$ cat src/atg_params.svh
// register map, field positions, reset values and counts of the angle tick generator
// assumes inclusion by bare name from every file that needs them
`ifndef ATG_PARAMS_SVH
`define ATG_PARAMS_SVH

`define ATG_ADDR_W 8
`define ATG_DATA_W 32

`define ATG_OFF_TBCR 8'h00
`define ATG_OFF_TRR 8'h04
`define ATG_OFF_TPR 8'h08
`define ATG_OFF_ANGLE 8'h0C
`define ATG_OFF_TIMEBASE 8'h10
`define ATG_OFF_STATUS 8'h14
`define ATG_OFF_WIN_OPEN 8'h18
`define ATG_OFF_WIN_CLOSE 8'h1C

// time_base_config_reg fields
`define ATG_TBCR_AM_BIT 0
`define ATG_TBCR_WIN_BIT 1
`define ATG_TBCR_PRE_LSB 8
`define ATG_TBCR_PRE_MSB 15
`define ATG_TBCR_FLT_LSB 16
`define ATG_TBCR_FLT_MSB 19
`define ATG_TBCR_RESET 32'h0000_0000

// tick_rate_register fields
`define ATG_TRR_FRAC_LSB 0
`define ATG_TRR_FRAC_MSB 7
`define ATG_TRR_INT_LSB 8
`define ATG_TRR_INT_MSB 23
`define ATG_TRR_RESET 32'h0000_0100

// tooth_program_register fields
`define ATG_TPR_TICKS_LSB 0
`define ATG_TPR_TICKS_MSB 9
`define ATG_TPR_LAST_BIT 10
`define ATG_TPR_GAP_LSB 11
`define ATG_TPR_GAP_MSB 13
`define ATG_TPR_INSERT_BIT 14
`define ATG_TPR_HOLD_BIT 15
`define ATG_TPR_RESET 32'h0000_0000

`define ATG_WIN_RESET 32'h0000_0000

// high rate step: one tick per this many system clocks
`define ATG_HIGH_RATE_DIV 8

`endif

$ cat src/atg_pkg.sv
// types shared by the angle tick generator files
// assumes atg_params.svh for field widths
`default_nettype none
`include "atg_params.svh"

package atg_pkg;

    typedef enum logic [1:0] {
        ATG_HALT = 2'b00,
        ATG_NORMAL = 2'b01,
        ATG_HIGH = 2'b10
    } atg_state_t;

    typedef struct packed {
        logic hold;
        logic insert;
        logic [2:0] gap;
        logic last;
        logic [9:0] ticks;
    } atg_tpr_t;

    typedef struct packed {
        logic [15:0] whole;
        logic [7:0] frac;
    } atg_rate_t;

endpackage : atg_pkg
`default_nettype wire

$ cat src/atg_tooth_filter.sv
// synchroniser and programmable glitch filter for the tooth input
// assumes tooth_i is asynchronous to core_clk_i
`timescale 1ns/100ps
`default_nettype none

module atg_tooth_filter #(
    parameter int LEN_W = 4
) (
    input wire logic core_clk_i,
    input wire logic reset_i,
    input wire logic tooth_i,
    input wire logic [LEN_W-1:0] len_i,
    output logic level_o
);

    logic sync1_q;
    logic sync2_q;
    logic [LEN_W-1:0] cnt_q;

    always_ff @(posedge core_clk_i or posedge reset_i) begin
        if (reset_i) begin
            sync1_q <= 1'b0;
            sync2_q <= 1'b0;
        end else begin
            sync1_q <= tooth_i;
            sync2_q <= sync1_q;
        end
    end

    // a new level must stand len_i + 1 cycles before it is passed on
    always_ff @(posedge core_clk_i or posedge reset_i) begin
        if (reset_i) begin
            cnt_q <= '0;
            level_o <= 1'b0;
        end else if (sync2_q == level_o) begin
            cnt_q <= '0;
        end else if (cnt_q >= len_i) begin
            cnt_q <= '0;
            level_o <= sync2_q;
        end else begin
            cnt_q <= cnt_q + 1'b1;
        end
    end

endmodule : atg_tooth_filter
`default_nettype wire

$ cat src/atg_angle_tick.sv
// angle counter with interpolated ticks between wheel teeth
// assumes a plain register port on core_clk_i and an asynchronous tooth pin
//
// Our own choices: the register offsets and the address-and-strobe port.
`timescale 1ns/100ps
`default_nettype none
`include "atg_params.svh"

module atg_angle_tick
    import atg_pkg::*;
#(
    parameter int ANG_W = 24,
    parameter int TB_W = 24
) (
    input wire logic core_clk_i,
    input wire logic reset_i,
    input wire logic tooth_i,
    input wire logic [`ATG_ADDR_W-1:0] addr_i,
    input wire logic [`ATG_DATA_W-1:0] wr_data_i,
    input wire logic wr_i,
    input wire logic rd_i,
    output logic [`ATG_DATA_W-1:0] rd_data_o,
    output logic [ANG_W-1:0] shared_timebase_bus_o,
    output logic [TB_W-1:0] time_base_counter_o,
    output logic external_counter_clock_in_o,
    output logic [1:0] mode_o
);

    localparam int FLT_W = `ATG_TBCR_FLT_MSB - `ATG_TBCR_FLT_LSB + 1;
    localparam int PRE_W = `ATG_TBCR_PRE_MSB - `ATG_TBCR_PRE_LSB + 1;
    localparam int HR_W = $clog2(`ATG_HIGH_RATE_DIV);
    localparam logic [HR_W-1:0] HR_LAST = HR_W'(`ATG_HIGH_RATE_DIV - 1);

    logic [`ATG_DATA_W-1:0] time_base_config_reg;
    atg_rate_t tick_rate_register;
    atg_tpr_t tooth_program_register;
    logic [TB_W-1:0] win_open_q;
    logic [TB_W-1:0] win_close_q;
    logic [`ATG_DATA_W-1:0] rd_data_q;

    logic [TB_W-1:0] time_base_q;
    logic [PRE_W-1:0] pre_cnt_q;
    logic tb_tick;

    logic flt_level;
    logic flt_prev_q;
    logic ext_clk_q;

    atg_state_t state_q;
    atg_state_t state_d;
    logic [ANG_W-1:0] angle_counter;
    logic [ANG_W-1:0] angle_d;
    logic [9:0] tick_cnt_q;
    logic [9:0] tick_cnt_d;
    logic hold_act_q;
    logic hold_act_d;
    logic hold_prev_q;

    logic [15:0] per_cnt_q;
    logic [7:0] frac_acc_q;
    logic [8:0] frac_sum;
    logic per_done;
    logic per_rst;
    logic [HR_W-1:0] hr_cnt_q;
    logic hr_step;

    logic angle_mode_enable;
    logic window_ok;
    logic phys_tooth;
    logic tooth_insert_bit;
    logic insert_pulse_q;
    logic tooth_evt;
    logic gap_dec;
    logic last_clr;
    logic wr_tpr;

    assign angle_mode_enable = time_base_config_reg[`ATG_TBCR_AM_BIT];
    assign tooth_insert_bit = tooth_program_register.insert;
    assign wr_tpr = wr_i && (addr_i == `ATG_OFF_TPR);

    // time base counter, prescaled from the system clock
    assign tb_tick = (pre_cnt_q == time_base_config_reg[`ATG_TBCR_PRE_MSB:`ATG_TBCR_PRE_LSB]);

    always_ff @(posedge core_clk_i or posedge reset_i) begin
        if (reset_i) begin
            pre_cnt_q <= '0;
            time_base_q <= '0;
        end else if (tb_tick) begin
            pre_cnt_q <= '0;
            time_base_q <= time_base_q + 1'b1;
        end else begin
            pre_cnt_q <= pre_cnt_q + 1'b1;
        end
    end

    atg_tooth_filter #(
        .LEN_W(FLT_W)
    ) u_filter (
        .core_clk_i(core_clk_i),
        .reset_i(reset_i),
        .tooth_i(tooth_i),
        .len_i(time_base_config_reg[`ATG_TBCR_FLT_MSB:`ATG_TBCR_FLT_LSB]),
        .level_o(flt_level)
    );

    // match window: open <= time base < close
    assign window_ok = !time_base_config_reg[`ATG_TBCR_WIN_BIT] ||
                       ((time_base_q >= win_open_q) && (time_base_q < win_close_q));

    // rising edge of filtered tooth, only in angle mode and inside the window
    assign phys_tooth = angle_mode_enable && flt_level && !flt_prev_q && window_ok;

    // inserted tooth is dropped while catching up at high rate
    assign tooth_evt = phys_tooth || (insert_pulse_q && (state_q != ATG_HIGH));

    always_ff @(posedge core_clk_i or posedge reset_i) begin
        if (reset_i) begin
            flt_prev_q <= 1'b0;
            ext_clk_q <= 1'b0;
        end else begin
            flt_prev_q <= flt_level;
            ext_clk_q <= angle_mode_enable && flt_level;
        end
    end

    // tick period: whole part in time base ticks, plus one when the fraction carries
    // the carry stretches the period that overflows, so whole periods sum exactly
    assign frac_sum = {1'b0, frac_acc_q} + {1'b0, tick_rate_register.frac};
    always_ff @(posedge core_clk_i or posedge reset_i) begin
        if (reset_i) begin
            per_cnt_q <= '0;
            frac_acc_q <= '0;
        end else if (per_rst) begin
            per_cnt_q <= '0;
            frac_acc_q <= '0;
        end else if (state_q == ATG_NORMAL && tb_tick) begin
            if (per_done) begin
                per_cnt_q <= '0;
                frac_acc_q <= frac_sum[7:0];
            end else begin
                per_cnt_q <= per_cnt_q + 1'b1;
            end
        end
    end

    always_comb begin
        logic [16:0] target;
        target = {1'b0, tick_rate_register.whole} + {16'h0000, frac_sum[8]};
        if (target == 17'h00000) begin
            target = 17'h00001;
        end
        per_done = (state_q == ATG_NORMAL) && tb_tick &&
                   ({1'b0, per_cnt_q} + 17'h00001 >= target);
    end

    // high rate divider, one step every eighth system clock
    always_ff @(posedge core_clk_i or posedge reset_i) begin
        if (reset_i) begin
            hr_cnt_q <= '0;
        end else if (state_q != ATG_HIGH) begin
            hr_cnt_q <= '0;
        end else if (hr_cnt_q == HR_LAST) begin
            hr_cnt_q <= '0;
        end else begin
            hr_cnt_q <= hr_cnt_q + 1'b1;
        end
    end

    assign hr_step = (state_q == ATG_HIGH) && (hr_cnt_q == HR_LAST);

    // angle engine
    always_comb begin
        state_d = state_q;
        angle_d = angle_counter;
        tick_cnt_d = tick_cnt_q;
        hold_act_d = hold_act_q;
        gap_dec = 1'b0;
        last_clr = 1'b0;
        per_rst = 1'b0;
        if (hold_act_q) begin
            // frozen for one tooth; the tooth itself is not counted
            if (tooth_evt) begin
                hold_act_d = 1'b0;
                state_d = ATG_NORMAL;
                tick_cnt_d = '0;
                per_rst = 1'b1;
            end else if (!tooth_program_register.hold) begin
                hold_act_d = 1'b0;
            end
        end else if (tooth_program_register.hold && !hold_prev_q) begin
            hold_act_d = 1'b1;
        end else begin
            case (state_q)
                ATG_HALT: begin
                    if (tooth_evt) begin
                        if (tooth_program_register.last) begin
                            angle_d = '0;
                            last_clr = 1'b1;
                        end else begin
                            angle_d = angle_counter + 1'b1;
                        end
                        tick_cnt_d = '0;
                        state_d = ATG_NORMAL;
                        per_rst = 1'b1;
                    end
                end
                ATG_NORMAL: begin
                    if (tooth_evt && tick_cnt_q < tooth_program_register.ticks) begin
                        state_d = ATG_HIGH;
                    end else if (tooth_evt) begin
                        if (tooth_program_register.last) begin
                            angle_d = '0;
                            last_clr = 1'b1;
                        end else begin
                            angle_d = angle_counter + 1'b1;
                        end
                        tick_cnt_d = '0;
                        per_rst = 1'b1;
                    end else if (per_done) begin
                        if (tick_cnt_q < tooth_program_register.ticks) begin
                            angle_d = angle_counter + 1'b1;
                            tick_cnt_d = tick_cnt_q + 1'b1;
                        end else if (tooth_program_register.gap != 3'h0) begin
                            gap_dec = 1'b1;
                            angle_d = angle_counter + 1'b1;
                            tick_cnt_d = '0;
                        end else begin
                            // the period after the last tick ran out: wait for the tooth
                            state_d = ATG_HALT;
                        end
                    end
                end
                ATG_HIGH: begin
                    if (hr_step) begin
                        if (tick_cnt_q < tooth_program_register.ticks) begin
                            angle_d = angle_counter + 1'b1;
                            tick_cnt_d = tick_cnt_q + 1'b1;
                        end else begin
                            if (tooth_program_register.last) begin
                                angle_d = '0;
                                last_clr = 1'b1;
                            end else begin
                                angle_d = angle_counter + 1'b1;
                            end
                            tick_cnt_d = '0;
                            state_d = ATG_NORMAL;
                            per_rst = 1'b1;
                        end
                    end
                end
                default: begin
                    state_d = ATG_HALT;
                end
            endcase
        end
    end

    always_ff @(posedge core_clk_i or posedge reset_i) begin
        if (reset_i) begin
            state_q <= ATG_HALT;
            angle_counter <= '0;
            tick_cnt_q <= '0;
            hold_act_q <= 1'b0;
            hold_prev_q <= 1'b0;
        end else begin
            state_q <= state_d;
            angle_counter <= angle_d;
            tick_cnt_q <= tick_cnt_d;
            hold_act_q <= hold_act_d;
            hold_prev_q <= tooth_program_register.hold;
        end
    end

    // configuration registers written by software
    always_ff @(posedge core_clk_i or posedge reset_i) begin
        if (reset_i) begin
            time_base_config_reg <= `ATG_TBCR_RESET;
            tick_rate_register <= atg_rate_t'(`ATG_TRR_RESET);
            win_open_q <= TB_W'(`ATG_WIN_RESET);
            win_close_q <= TB_W'(`ATG_WIN_RESET);
        end else if (wr_i) begin
            if (addr_i == `ATG_OFF_TBCR) begin
                time_base_config_reg <= wr_data_i;
            end else if (addr_i == `ATG_OFF_TRR) begin
                tick_rate_register <= wr_data_i[`ATG_TRR_INT_MSB:`ATG_TRR_FRAC_LSB];
            end else if (addr_i == `ATG_OFF_WIN_OPEN) begin
                win_open_q <= wr_data_i[TB_W-1:0];
            end else if (addr_i == `ATG_OFF_WIN_CLOSE) begin
                win_close_q <= wr_data_i[TB_W-1:0];
            end
        end
    end

    // tooth program register: a software write wins over the hardware update
    always_ff @(posedge core_clk_i or posedge reset_i) begin
        if (reset_i) begin
            tooth_program_register <= atg_tpr_t'(`ATG_TPR_RESET);
            insert_pulse_q <= 1'b0;
        end else if (wr_tpr) begin
            tooth_program_register.ticks <= wr_data_i[`ATG_TPR_TICKS_MSB:`ATG_TPR_TICKS_LSB];
            tooth_program_register.last <= wr_data_i[`ATG_TPR_LAST_BIT];
            tooth_program_register.gap <= wr_data_i[`ATG_TPR_GAP_MSB:`ATG_TPR_GAP_LSB];
            tooth_program_register.hold <= wr_data_i[`ATG_TPR_HOLD_BIT];
            tooth_program_register.insert <= 1'b0;
            insert_pulse_q <= wr_data_i[`ATG_TPR_INSERT_BIT];
        end else begin
            insert_pulse_q <= 1'b0;
            if (last_clr) begin
                tooth_program_register.last <= 1'b0;
            end
            if (gap_dec) begin
                tooth_program_register.gap <= tooth_program_register.gap - 1'b1;
            end
        end
    end

    // read port: data in the cycle after the strobe
    always_ff @(posedge core_clk_i or posedge reset_i) begin
        if (reset_i) begin
            rd_data_q <= '0;
        end else if (rd_i) begin
            if (addr_i == `ATG_OFF_TBCR) begin
                rd_data_q <= time_base_config_reg;
            end else if (addr_i == `ATG_OFF_TRR) begin
                rd_data_q <= {8'h00, tick_rate_register};
            end else if (addr_i == `ATG_OFF_TPR) begin
                rd_data_q <= {16'h0000, tooth_program_register.hold, tooth_insert_bit,
                              tooth_program_register.gap, tooth_program_register.last,
                              tooth_program_register.ticks};
            end else if (addr_i == `ATG_OFF_ANGLE) begin
                rd_data_q <= `ATG_DATA_W'(angle_counter);
            end else if (addr_i == `ATG_OFF_TIMEBASE) begin
                rd_data_q <= `ATG_DATA_W'(time_base_q);
            end else if (addr_i == `ATG_OFF_STATUS) begin
                rd_data_q <= {19'h00000, tick_cnt_q, hold_act_q, state_q};
            end else if (addr_i == `ATG_OFF_WIN_OPEN) begin
                rd_data_q <= `ATG_DATA_W'(win_open_q);
            end else if (addr_i == `ATG_OFF_WIN_CLOSE) begin
                rd_data_q <= `ATG_DATA_W'(win_close_q);
            end else begin
                rd_data_q <= '0;
            end
        end else begin
            rd_data_q <= '0;
        end
    end

    assign rd_data_o = rd_data_q;
    assign shared_timebase_bus_o = angle_counter;
    assign time_base_counter_o = time_base_q;
    assign external_counter_clock_in_o = ext_clk_q;
    assign mode_o = state_q;

endmodule : atg_angle_tick
`default_nettype wire

$ cat config.mk
export PLATFORM = sky130hd
export DESIGN_NAME = atg_angle_tick
export DESIGN_NICKNAME = d
export VERILOG_FILES = /design/src/atg_pkg.sv /design/src/atg_tooth_filter.sv /design/src/atg_angle_tick.sv
export VERILOG_INCLUDE_DIRS = /design/src
export SDC_FILE = /design/constraint.sdc
export NUM_CORES = 1
export LEC_CHECK = 0
export ABC_CLOCK_PERIOD_IN_PS = 16700
export BUFFER_PORTS_ARGS = -buffer_cell sky130_fd_sc_hd__buf_2
export CORE_MARGIN = 3
export CORE_UTILIZATION = 50
export CTS_CLUSTER_DIAMETER = 80
export DETAILED_ROUTE_END_ITERATION = 8
export GPL_ROUTABILITY_DRIVEN = 0
export PLACE_DENSITY = 0.69
export SLEW_MARGIN = 20
export SYNTH_ARGS = -nofsm -noshare
export SYNTH_HDL_FRONTEND = slang
export SYNTH_SLANG_ARGS = --single-unit
$ cat constraint.sdc
create_clock -name core_clk_i -period 16.7 [get_ports core_clk_i]
set_clock_uncertainty 0.05 [all_clocks]
set_input_delay 4.175 -clock core_clk_i [delete_from_list [all_inputs] [get_ports core_clk_i]]
set_output_delay 4.175 -clock core_clk_i [all_outputs]
set_load 0.05 [all_outputs]
---- Word-level counts from Yosys, hierarchy flattened ----
Index checks and enable logic that the tools add are counted.
storage, ports and cells
  bits of input ports ..................... 45
  logic and storage cells ................. 196
  flip-flop bits (word level) ............. 258
cells by class
  bitwise logic cells ..................... 6
  reduce and logical (&&, ||, !) cells .... 35
  order comparisons ....................... 5
  equal/unequal tests ..................... 28
  add/sub/neg operators ................... 11
  multiplexer cells ....................... 84
operators by type and width
  kind                     number
  $mux W24                 16
  $mux W10                 10
  $pmux W24 S3             1
  $mux W32                 2
  $add A24 B1 Y24 const B  2
  $mux W16                 3
  $eq A8 B5 Y1 const B     4
  $mux W8                  4
  $pmux W10 S3             1
  $mux W1                  27
  $ge A24 B24 Y1           1
  $lt A24 B24 Y1           1
  $mux W2                  10
  $add A16 B1 Y17          1
  $add A16 B1 Y17 const B  1
  $ge A17 B17 Y1           1
  $logic_not A17 Y1        1
  $mux W17                 1
  $add A16 B1 Y16 const B  1
  $eq A8 B4 Y1 const B     2
  $mux W4                  3
  $ne A3 B3 Y1 const B     4
  $ne A4 B4 Y1 const B     3
  $logic_and A1 B1 Y1      11
  36 further kinds         58

---- Logic depth before layout (Yosys ltp) ----
  depth after elaboration ................. 14
  depth in mapped cells ................... 31
  mapped depth without buffers ............ 29

---- Cells and area by module ----
From an unflattened synthesis, not the netlist that was laid out.
unflattened totals
  cells, all modules ...................... 1433
  area total of the unflattened synthesis .. 14601.5 µm²
by module, submodules not included
  module            instances  cells an instance  area each (µm²)
  atg_angle_tick    1          1400               14218.6
  atg_tooth_filter  1          33                 382.9

---- Worst setup path before layout ----
Ideal clock, no wire load.
  path kind ............................... input to register
  start ................................... input addr_i[1]
  end ..................................... register tick_rate_register[0] (netlist name)
  setup slack ............................. 10.260 ns
  data arrival time ....................... 6.265 ns
  stages .................................. 8
  setup time .............................. 0.125 ns
  path through ............................ nor3_1 > nand2_1 > nor3_1 > and2_0 > clkbuf_1 > nand2_1 > clkbuf_1 > mux2_2
on the way
  cells in the longest elaborated chain, start to end .. 3
  elaborated cells on any way between the ends .. 4
  those cells by class .................... 1 x eq/ne; 1 x bitwise; 2 x reduce/logical
ends and longest elaborated chain
  element                        line                   RTL
  start, declared                atg_angle_tick.sv:18   input wire logic [`ATG_ADDR_W-1:0] addr_i,
  $logic_not A8 Y1 (no line)     --
  $not A1 Y1 (no line)           --
  $reduce_and A3 Y1 (no line) *  --
  end signal, assigned           atg_angle_tick.sv:278  tick_rate_register <= atg_rate_t'(`ATG_TRR_RESET);
  end signal, assigned           atg_angle_tick.sv:285  tick_rate_register <= wr_data_i[`ATG_TRR_INT_MSB:`ATG_TRR_FRAC_LSB];
  end, declared                  atg_angle_tick.sv:35   atg_rate_t tick_rate_register;
Mark *: on every way between the ends. The rest lies on a longest branch, timed or not.
A chain may end at the register's enable or synchronous reset.

---- Worst setup path in the final report ----
  start ................................... input addr_i[1]
  end ..................................... register tick_rate_register[5] (netlist name)
The elaborated chain is that of the path after synthesis.

==> flow_metrics.tcl <==
set metrics [dict create \
    hp-start "u_filter.sync1_q" \
    vias_per_cell 6.02 \
    htree_num_levels 1 \
    synthesized_area_fraction_occupied_by_ao_oa_aoi_and_oai_cells_pct 15.7 \
    post_synthesis_xor_xnor_area_fraction_pct 4.73 \
    setup.reg_to_reg.worst_slack_ns 9.89 \
    finalNetCount 1710 \
    cts_buffer_depth 3 \
    slew-limit-headroom_pct 28.8 \
    detailed_place_hpwl_um 30600 \
    detailedRoute.firstIterationViolations 1090 \
    cts_setup_buffers 0 \
    start_util_pct 50.9 \
    crit-reg2reg-launch "tick_rate_register[0]" \
    r2r_cells 29 \
    hold_bufs_inserted_after_cts 0 \
    postRouteAntennaNets 0 \
    core_region_area_mm2 0.0288 \
    hold_path_depth 0 \
    synth-edff-count 0 \
    total_grt_usage_pct 26.8 \
    grt_setup_unrepaired "false" \
    timing.hold.worst_endpoint "u_filter.sync2_q" \
    worst-setup-path-type "in2reg" \
    tritoncts_clock_tree "yes" \
    chipHeight_um 177 \
    mappedNetlistNets 1605 \
    async_set_or_reset_register_ratio_after_synthesis_pct 100 \
    maxCapViolCount 0 \
    rr_endpoint "tick_cnt_q[8]" \
    ys_ff_latch 258 \
    worstMarginPinSlew_ns 1.07 \
    syn_avg_cell_area_um2 10.0 \
    setup_viol_count_final 0 \
    outcome "completed" \
    vias_in_the_first_global_route 11400 \
    seq_area_frac_synth_pct 44.1 \
    synthMuxAreaShare_pct 9.14 \
    finalHoldViolations 0 \
    path_max_fanout 25 \
    drc 0 \
    post-layout-total-power_mw 1.76 \
    detailedRoute.firstPassIterationCount 5 \
    latest_clock_arrival_within_the_worst_skew_pair_ns 0.56 \
    max_clock_freq_mhz 139 \
    wl_per_cell_um 21.3 \
    num_io_pins 128 \
    route.final.wire_length_um 42000 \
    post_synth_fa_ha_maj_area_fraction_pct 8.77 \
    cts_buffers 29 \
    vias 11900 \
    globalRouteOverflowTotal 0 \
    worstSetupStartpointType "input pin" \
    synthToLayoutAreaGrowth_pct 14.0 \
    netlist_area_mm2 0.0146 \
    number_of_warning_messages_in_the_yosys_log 0 \
    timing.final.crit_share_pct 43.0 \
    grt_pass1_wl_um 65700 \
    path_clk_slew_ns 0.06 \
    dominant_combinational_cell_family_by_area_after_synthesis "compound AO/OA/AOI/OAI gates" \
    finalSetupTns_ns 0 \
    required_ns 17.08 \
    worstSetupEndpointType "flip-flop" \
    rows 62 \
    worstHoldPathType "reg2reg" \
    die_area_mm2 0.0314 \
    synth_cell_types 69 \
    cts.sinks 258 \
    post_cts.resized_instances 0 \
    period_minus_slack_ns 7.19 \
    die_width_um 177 \
    p_per_area_mw_per_mm2 106 \
    fill_cells 2469 \
    synthCells 1458 \
    antenna_violations_before_repair 3 \
    synthFlopType "sky130_fd_sc_hd__dfrtp_1" \
    final_core_utilization_pct 58.0 \
    ir_worst_vdd_mv 0.0813 \
    grt_max_degree 123 \
    worst-endpoint-arrival_ns 7.56 \
    leakagePower_nw 8.10 \
    post_synth_and_or_nand_nor_area_fraction_pct 13.6 \
    root_buffer "sky130_fd_sc_hd__clkbuf_16" \
    post_route_cells_drive_above_1_share_pct 19.3 \
    fin_max_slew_vios 0 \
    placement.io_buffers 127 \
]
## per-layer routing
layer  global-route usage, %  routed length (um)
met1                    39.4               18700
met2                    41.5               19100
met3                    3.82                2900
met4                    7.79                1320
met5                       0                  21
## through the flow
stage	worst slack, ns	hold slack, ns	cell area [um2]	cells
floorplan	5.38	0.281	14600	1458
global route	9.22	0.301	16700	1968
finish	9.51	0.287	16700	1970
CTS	9.60	0.291	16700	1967
detailed placement	9.04	0.287	15600	1915
global placement	9.18	0.284	15600	1915
## layout make-up
cell class              count  area (um2)  area share [%]
multi-input cells        1049        7640            45.8
flip-flops and latches    258        6460            38.7
clock buffers              37         796            4.77
repair buffers            141         761            4.56
well taps                 384         480            2.88
inverters                  84         323            1.93
clock inverters            15         236            1.42
diodes                      2        5.00          0.0300
## worst max-delay path, cell delays in order
cell,delay (ns)
sky130_fd_sc_hd__buf_2,0.10
sky130_fd_sc_hd__nor3_1,0.43
sky130_fd_sc_hd__nand2_1,0.31
sky130_fd_sc_hd__nor3_2,0.18
sky130_fd_sc_hd__buf_4,0.28
sky130_fd_sc_hd__and2_0,0.69
sky130_fd_sc_hd__nand2_1,0.84
sky130_fd_sc_hd__mux2_2,0.54
## cells in the mapped netlist, types with 6 or more instances
library cell               count  share of area, %
sky130_fd_sc_hd__a21boi_0      9              0.46
sky130_fd_sc_hd__a21o_1       15              0.77
sky130_fd_sc_hd__a21oi_1      69               2.4
sky130_fd_sc_hd__a221oi_1      9              0.54
sky130_fd_sc_hd__a22oi_1      45               2.3
sky130_fd_sc_hd__and2_1       14              0.60
sky130_fd_sc_hd__and3_1       36               1.5
sky130_fd_sc_hd__clkbuf_1     57               1.5
sky130_fd_sc_hd__dfrtp_1     257                44
sky130_fd_sc_hd__ha_1        101               8.6
sky130_fd_sc_hd__inv_1        84               2.2
sky130_fd_sc_hd__mux2_2       94               7.2
sky130_fd_sc_hd__mux2i_1      28               1.9
sky130_fd_sc_hd__nand2_1     112               2.9
sky130_fd_sc_hd__nand2b_1     13              0.56
sky130_fd_sc_hd__nand3_1      52               1.8
sky130_fd_sc_hd__nand4_1      23              0.98
sky130_fd_sc_hd__nor2_1       83               2.1
sky130_fd_sc_hd__nor2b_1      16              0.68
sky130_fd_sc_hd__nor3_1       11              0.38
sky130_fd_sc_hd__nor3b_1       9              0.46
sky130_fd_sc_hd__nor4_1        6              0.26
sky130_fd_sc_hd__o21ai_0      89               3.0
sky130_fd_sc_hd__o22ai_1       7              0.30
sky130_fd_sc_hd__o31ai_1      40               2.1
sky130_fd_sc_hd__xnor2_1      54               3.2
sky130_fd_sc_hd__xor2_1       25               1.5
## kinds of logic (layout without fill, tap and decap cells)
kind of cell	after synthesis	in the layout
buffers and inverters	151	277
muxes	122	122
adders and majority gates	102	102
xor gates and xnor gates	79	79
DFF	258	258
and+or+nand+nor	401	401
other	0	2
AOI/OAI and AO/OA	345	345
## layout by cell type (no fill, tap or decap), types with 8 or more instances in the layout
cell and count:
sky130_fd_sc_hd__dfrtp_1 257, sky130_fd_sc_hd__buf_2 127, sky130_fd_sc_hd__nand2_1 111, sky130_fd_sc_hd__ha_1 101, sky130_fd_sc_hd__mux2_2 94, sky130_fd_sc_hd__o21ai_0 89
sky130_fd_sc_hd__nor2_1 83, sky130_fd_sc_hd__inv_1 83, sky130_fd_sc_hd__a21oi_1 69, sky130_fd_sc_hd__xnor2_1 54, sky130_fd_sc_hd__nand3_1 52, sky130_fd_sc_hd__a22oi_1 45
sky130_fd_sc_hd__o31ai_1 40, sky130_fd_sc_hd__and3_1 36, sky130_fd_sc_hd__clkbuf_16 29, sky130_fd_sc_hd__mux2i_1 28, sky130_fd_sc_hd__xor2_1 25, sky130_fd_sc_hd__nand4_1 23
sky130_fd_sc_hd__nor2b_1 16, sky130_fd_sc_hd__a21o_1 15, sky130_fd_sc_hd__and2_1 14, sky130_fd_sc_hd__nand2b_1 13, sky130_fd_sc_hd__buf_4 13, sky130_fd_sc_hd__nor3_1 10
sky130_fd_sc_hd__a21boi_0 9, sky130_fd_sc_hd__a221oi_1 8
## power breakdown
group / internal, mW / total, mW / leakage (nW) / switching, mW
Sequential: 0.663 / 0.728 / 3.43 / 0.0651
Clock: 0.428 / 0.693 / 0.500 / 0.265
Combinational: 0.114 / 0.341 / 4.16 / 0.227
Total: 1.20 / 1.76 / 8.10 / 0.558
## worst max-delay path by stage
stage               startpoint                           to
finish               addr_i[1]        tick_rate_register[5]
global route         addr_i[1]        tick_rate_register[5]
CTS                  addr_i[1]        tick_rate_register[5]
detailed placement   addr_i[1]       tick_rate_register[14]
global placement     addr_i[1]        tick_rate_register[0]
floorplan              reset_i  external_counter_clock_in_o
No activity file was read; power rests on OpenSTA's default activity.
